`config.mk`:
```
export PLATFORM = sky130hd
export DESIGN_NAME = pmc_entry
export DESIGN_NICKNAME = d
export VERILOG_FILES = /design/src/pmc_pkg.sv /design/src/pmc_entry.sv
export SDC_FILE = /design/constraint.sdc
export NUM_CORES = 1
export LEC_CHECK = 0
export BUFFER_PORTS_ARGS = -buffer_cell sky130_fd_sc_hd__buf_2
export CAP_MARGIN = 20
export CORE_ASPECT_RATIO = 0.5
export CORE_MARGIN = 2
export CORE_UTILIZATION = 54
export DETAILED_ROUTE_END_ITERATION = 6
export PLACE_DENSITY = 0.76
export SETUP_SLACK_MARGIN = 0.02
export SLEW_MARGIN = 0
export SYNTH_ARGS = -nofsm -noshare
export SYNTH_HDL_FRONTEND = slang
export SYNTH_SLANG_ARGS = --single-unit
```
`constraint.sdc`:
```
create_clock -name vclk -period 16.6
set_input_delay 3.32 -clock vclk [all_inputs]
set_output_delay 3.32 -clock vclk [all_outputs]
set_load 0.05 [all_outputs]
```
`src/pmc_pkg.sv`:
```
// Constants, field layouts and carriers for the physical memory protection
// checker. Assumes one hart clock and one hart reset shared by all users.
`default_nettype none

package pmc_pkg;

  // Geometry
  localparam int ENTRY_N   = 16;          // Implemented entries
  localparam int IDX_W     = 4;           // Entry index width
  localparam int ADDR_W    = 32;          // Address register width
  localparam int PA_W      = 34;          // Physical address width
  localparam int GRAIN_G   = 2;           // Grain is 2^(G+2) bytes

  // Low address bits shaped by the grain
  localparam logic [31:0] TOP_IGNORE_MASK = 32'h0000_0003; // Bits G-1:0
  localparam logic [31:0] POW2_ONES_MASK  = 32'h0000_0001; // Bits G-2:0

  // Match modes
  localparam logic [1:0] MODE_OFF  = 2'h0;
  localparam logic [1:0] MODE_TOP  = 2'h1;
  localparam logic [1:0] MODE_FOUR = 2'h2;
  localparam logic [1:0] MODE_POW2 = 2'h3;

  // Privilege encodings
  localparam logic [1:0] PRIV_U = 2'h0;
  localparam logic [1:0] PRIV_S = 2'h1;
  localparam logic [1:0] PRIV_M = 2'h3;

  // Access kinds, also the fault kind reported
  localparam logic [1:0] KIND_FETCH = 2'h0;
  localparam logic [1:0] KIND_LOAD  = 2'h1;
  localparam logic [1:0] KIND_STORE = 2'h2;

  // Register byte offsets
  localparam logic [7:0] OFS_CFG_BASE  = 8'h00; // 16 words of config
  localparam logic [7:0] OFS_ADDR_BASE = 8'h40; // 16 words of address
  localparam logic [7:0] OFS_STATUS    = 8'h80; // Last verdict

  // Reset values
  localparam logic [7:0]  CFG_RESET  = 8'h00;
  localparam logic [31:0] ADDR_RESET = 32'h0000_0000;

  // Configuration byte layout
  typedef struct packed {
    logic       lock;
    logic [1:0] resv;
    logic [1:0] mode;
    logic       exec;
    logic       wr;
    logic       rd;
  } pmc_cfg_t;

  // Access presented for checking
  typedef struct packed {
    logic            valid;
    logic [1:0]      kind;
    logic            walk;
    logic [1:0]      priv;
    logic [PA_W-1:0] addr;
    logic [1:0]      sizeLog2;
  } pmc_req_t;

  // Verdict
  typedef struct packed {
    logic       valid;
    logic       fault;
    logic [1:0] faultKind;
  } pmc_resp_t;

endpackage

`default_nettype wire

```
`src/pmc_entry.sv`:
```
// One protection entry: decides whether an access range touches the
// entry's region at all, and whether it lies wholly inside it.
// Assumes access bounds are inclusive byte addresses, hi not below lo.
`default_nettype none

module pmc_entry (
  // Entry state
  input  wire pmc_pkg::pmc_cfg_t          cfg,
  input  wire logic [pmc_pkg::ADDR_W-1:0] addrReg,
  input  wire logic [pmc_pkg::ADDR_W-1:0] prevAddr,
  // Access range
  input  wire logic [pmc_pkg::PA_W:0]     accLo,
  input  wire logic [pmc_pkg::PA_W:0]     accHi,
  // Result
  output var  logic                       anyHit,
  output var  logic                       allHit
);

  logic [31:0] pow2A;    // Address with grain bits forced to ones
  logic [32:0] pow2M;    // Trailing ones plus the next bit
  logic [33:0] baseW;    // Region base in words
  logic [33:0] topW;     // Region end in words, exclusive
  logic        en;       // Region is live
  logic [35:0] baseB;    // Region base in bytes
  logic [35:0] topB;     // Region end in bytes
  logic [35:0] loB;      // Access bounds widened
  logic [35:0] hiB;

  // Region bounds from the mode; word units keep the all-ones case exact
  always_comb begin
    pow2A  = addrReg | pmc_pkg::POW2_ONES_MASK;
    pow2M  = {1'b0, pow2A} ^ ({1'b0, pow2A} + 33'h0_0000_0001);
    baseW  = 34'h0;
    topW   = 34'h0;
    en     = 1'b0;
    case (cfg.mode)
      pmc_pkg::MODE_TOP: begin
        // Low grain bits take no part in the bounds
        baseW = {2'h0, prevAddr & ~pmc_pkg::TOP_IGNORE_MASK};
        topW  = {2'h0, addrReg & ~pmc_pkg::TOP_IGNORE_MASK};
        en    = baseW < topW;
      end
      pmc_pkg::MODE_FOUR: begin
        baseW = {2'h0, addrReg};
        topW  = baseW + 34'h1;
        en    = 1'b1;
      end
      pmc_pkg::MODE_POW2: begin
        baseW = {2'h0, pow2A} & ~{1'b0, pow2M};
        topW  = baseW + {1'b0, pow2M} + 34'h1;
        en    = 1'b1;
      end
      default: begin
        en = 1'b0;
      end
    endcase
  end

  // Zero-extended byte comparison against the physical range
  always_comb begin
    baseB  = {baseW, 2'h0};
    topB   = {topW, 2'h0};
    loB    = {1'b0, accLo};
    hiB    = {1'b0, accHi};
    anyHit = en && (loB < topB) && (hiB >= baseB);
    allHit = en && (loB >= baseB) && (hiB < topB);
  end

endmodule

`default_nettype wire

```
After elaboration in Yosys (flattened, before gate mapping). Cells that the tools add are included.

Bitwise operators: 3. $lt $le $gt $ge: 5. Mux-type cells: 3. $add $sub $neg: 4. Equality and inequality tests: 3. Reductions and logical operators: 5.

Operators by type and width (number): case mux 34 bit (3 select lines) (2); >= comparator 35 x 36 -> 1 bit (2); less-than comparator 35 x 36 -> 1 bit (2); adder 32 x 1 -> 33 bit (second input constant) (2); adder 34 x 1 -> 34 bit (second input constant) (1); adder 34 x 33 -> 34 bit (1); bitwise AND 32 x 34 -> 34 bit (1); NOT 33 -> 34 bit (1); XOR 32 x 33 -> 33 bit (1); less-than comparator 32 bit (1); == test 2 bit (second input constant) (2); logical AND 1 bit (4); == test 2 x 1 -> 1 bit (second input constant) (1); case mux 1 bit (2 select lines) (1); OR reduction 2 bit (1).

Input bits: 142. Register bits: 0.

Longest topological paths before layout.
Depth in word-level cells: 10. Depth in mapped cells: 25. Depth with buffers taken out: 25.

Least setup slack after synthesis. OpenSTA, ideal clock, no wires.

Path kind: input -> output. Start point: input port addrReg[2] in the netlist's numbering. End point: output port allHit. Stages on the path: 22. Arrival: 8357 ps. Required time: 13280 ps. Setup slack: 4923 ps. Path through: buf_2 nand3_1 or2_1 nor3_2 nand3_1 ha_1 or2_2 or4_1 inv_1 o2bb2ai_1 a21oi_1 a21oi_1 xnor2_1 a221oi_1 ha_1 a21o_1 a211o_1 a211oi_1 o21ai_0 a2111oi_0 o21a_1 o311a_1.

Cells in the longest elaborated chain, start to end: 9. Elaborated cells between the ends (all ways): 15. Those cells by class: 4 x add/sub; 3 x order compare; 3 x mux; 3 x bitwise; 2 x reduce/logical.

Ends and longest elaborated chain: start, declared (RTL line pmc_entry.sv:9) `input wire logic [pmc_pkg::ADDR_W-1:0] addrReg,`; adder 32 x 1 -> 33 bit (RTL line pmc_entry.sv:32) `pow2M = {1'b0, pow2A} ^ ({1'b0, pow2A} + 33'h0_0000_0001);`; XOR 32 x 33 -> 33 bit (RTL line pmc_entry.sv:32); NOT 33 -> 34 bit (RTL line pmc_entry.sv:49) `baseW = {2'h0, pow2A} & ~{1'b0, pow2M};`; bitwise AND 32 x 34 -> 34 bit (RTL line pmc_entry.sv:49); adder 34 x 33 -> 34 bit (RTL line pmc_entry.sv:50) `topW = baseW + {1'b0, pow2M} + 34'h1;`; adder 34 x 1 -> 34 bit (RTL line pmc_entry.sv:50); case mux 34 bit (3 select lines) (RTL line pmc_entry.sv:36) `case (cfg.mode)`; less-than comparator 35 x 36 -> 1 bit (RTL line pmc_entry.sv:66) `allHit = en && (loB >= baseB) && (hiB < topB);`; logical AND 1 bit (*) (RTL line pmc_entry.sv:66); end, declared (RTL line pmc_entry.sv:16) `output var logic allHit`.

Every way passes the cells marked *; elsewhere a longest branch is shown, timed or not.

Worst setup path after layout. Ends and elaborated chain as after synthesis.

==> results.tsv <==
stage	metric	value	unit
power	p_leak	4.11	nW
grt	globalRoute.busiestLayer	met2	
grt	use_met3	0.0360	
sta	rsz0062_at_grt	false	
floorplanning	rows	31	
sta	tightestPinTransition	0.920	ns
grt	antenna_found_initial	1	
place	gp_congestion	0.987	
final_layout	seq_cells	0	
floorplanning	die_x	176	um
sta	setup_viol	0	
final_layout	antenna_cells	0	
grt	overflow	0	
final_layout	drive_gt1_frac	0.141	
critical_path	worstPathRequired	13.28	ns
final_layout	multi_input_area	0.00755	mm^2
routing	avgRoutedWirePerCell	18.4	um
sta	tns	0	ns
critical_path	critPathCaptureType	output pin	
clock_tree	cts_resized	0	
routing	vias_per_cell	6.32	
place	portBuffers	136	
logic_synthesis	synthMostInstantiatedCell	ha_1	
logic_synthesis	synth.distinct_cells	72	
routing	ant_nets	0	
routing	drt-initial-drc-count	659	
run	maxCapViolations	0	
grt	grt_pass1_vias	8421	
logic_synthesis	ys_seq_area_frac	0	
sta	period_share	0.828	
critical_path	cp-start-kind	input port	
sta	period_needed	13.75	ns
grt	grtUsageMet2	0.554	
final_layout	area_growth	9.68	%
critical_path	crit_arrival	10.43	ns
floorplanning	io_pins	144	
logic_synthesis	synth_top_area_frac	0.344	
routing	drt_wl_total	25600	um
final_layout	n_fill_cell	1388	
critical_path	cp_max_fo	9	
floorplanning	die_area	0.0158	mm^2
worst_hold_path	hold_class	in2out	
place	dp.cells	1391	
logic_synthesis	yosys_warnings	0	
sta	whs	7.26	ns
run_status	status	complete, no violations	
floorplanning	initial_core_util	0.552	
sta	fmax	72.7	MHz
logic_synthesis	postSynthCellCount	1097	
routing	via_count	8797	
power	ir_worst_vdd	0.0146	mV
clock_tree	cts_setup_buffers	0	
grt	met1_usage	0.419	
final_layout	clock_buffers	0	
routing	first_pass_iters	5	
grt	grt_max_degree	80	
routing	remaining_drc_errors	0	
sta	final_hold_viol_count	0	
logic_synthesis	synth_area_leaders	ha_1 34%, o21ai_0 5.1%, a21oi_1 4.7%	
power	power.density	30.9	mW/mm^2
logic_synthesis	syn_area	0.00799	mm^2
sta	final-max-slew-violation-count	0	
final_layout	fin_cells	1391	
logic_synthesis	yosys.area.top_type	ha_1	
grt	grt_first_pass_wirelength	41500	um
grt	grt_use_total	0.316	
logic_synthesis	post_synth.cell_area_avg	7.28	um^2
place	hpwlAfterDp	21600	um
critical_path	worstSetupPathType	in2out	
logic_synthesis	synth_common_cells	220 x ha_1, 99 x nand2_1, 82 x o21ai_0	
floorplanning	die_y	90.0	um
logic_synthesis	syn-num-nets	1459	
clock_tree	holdBufCountCts	0	
final_layout	regArea	0	um^2
sta	slew-limit-headroom	0.371	
final_layout	layout.nets	1557	
floorplanning	core_area	0.0145	mm^2
-- final timing paths --
path	from	to	depth (start not counted)
setup / recovery	addrReg[2]	allHit	27
hold / removal	accHi[34]	anyHit	5
-- logic make-up after synthesis --
family,Yosys count,share of synthesized area
AOI/OAI and AO/OA,369,0.316
xor gates and xnor gates,76,0.0833
adders and majority gates,220,0.344
buffers and inverters,112,0.0559
muxes,5,0.00642
and+or+nand+nor,315,0.194
-- where the power goes --
part | internal, mW | switching, mW | total, mW
Clock | 0 | 0 | 0
Sequential | 0 | 0 | 0
Combinational | 0.111 | 0.160 | 0.271
Total | 0.111 | 0.160 | 0.271
-- placed cells by master (no fill, tap or decap), types with 7 or more instances in the layout --
cell type	synthesis	routed
o21ai_0	82	82
a21oi_1	75	75
a21o_1	49	49
nand2_1	99	99
nand2b_1	11	11
buf_2	6	136
xnor2_1	40	40
nor2b_1	8	8
nor2_1	69	68
nand3_1	26	26
nand4_1	33	33
a221oi_1	9	9
a22oi_1	33	33
a211oi_1	25	25
ha_1	220	220
nor4_1	13	13
inv_1	66	66
o21a_1	16	16
xor2_1	36	36
o211ai_1	7	7
and3_1	9	9
nor3_1	18	18
-- cell type report --
type / count / area share
multi-input cells: 985 / 0.861
repair buffers: 141 / 0.0819
inverters: 67 / 0.0287
well taps: 198 / 0.0283
-- layer usage --
layer | vias to the layer above | routed length, um
li1 | 4327 | -
met1 | 4102 | 11500
met2 | 331 | 11900
met3 | 37 | 1810
met4 | 0 | 405
met5 | - | 0
-- through the flow --
step,util,power (mW),area (um^2),setup WS [ns]
3_5_place_dp,0.606,0.264,8760,3.05
5_1_grt,0.606,0.304,8760,2.44
3_3_place_gp,0.606,0.255,8760,3.12
2_1_floorplan,-,0.185,7990,4.92
4_1_cts,0.606,0.267,8760,2.96
6_report,0.606,0.271,8760,2.85
-- worst max-delay path, stage by stage --
cell,delay (ns)
buf_2,0.18
ha_1,0.25
nand3_1,0.21
nor2_1,0.32
and3_1,0.31
nand2_1,0.12
nor4_1,0.57
inv_1,0.16
ha_1,0.26
nor2_1,0.17
nand2_1,0.10
or4_1,0.40
inv_1,0.08
o2bb2ai_1,0.11
a21oi_1,0.10
a21oi_1,0.33
xnor2_1,0.14
a221oi_1,0.50
ha_1,0.34
a21o_1,0.18
a211o_1,0.32
a211oi_1,0.24
o21ai_0,0.21
a2111oi_0,0.85
o21a_1,0.24
o311a_1,0.16
buf_2,0.27
(Power assumes the default switching activity.)
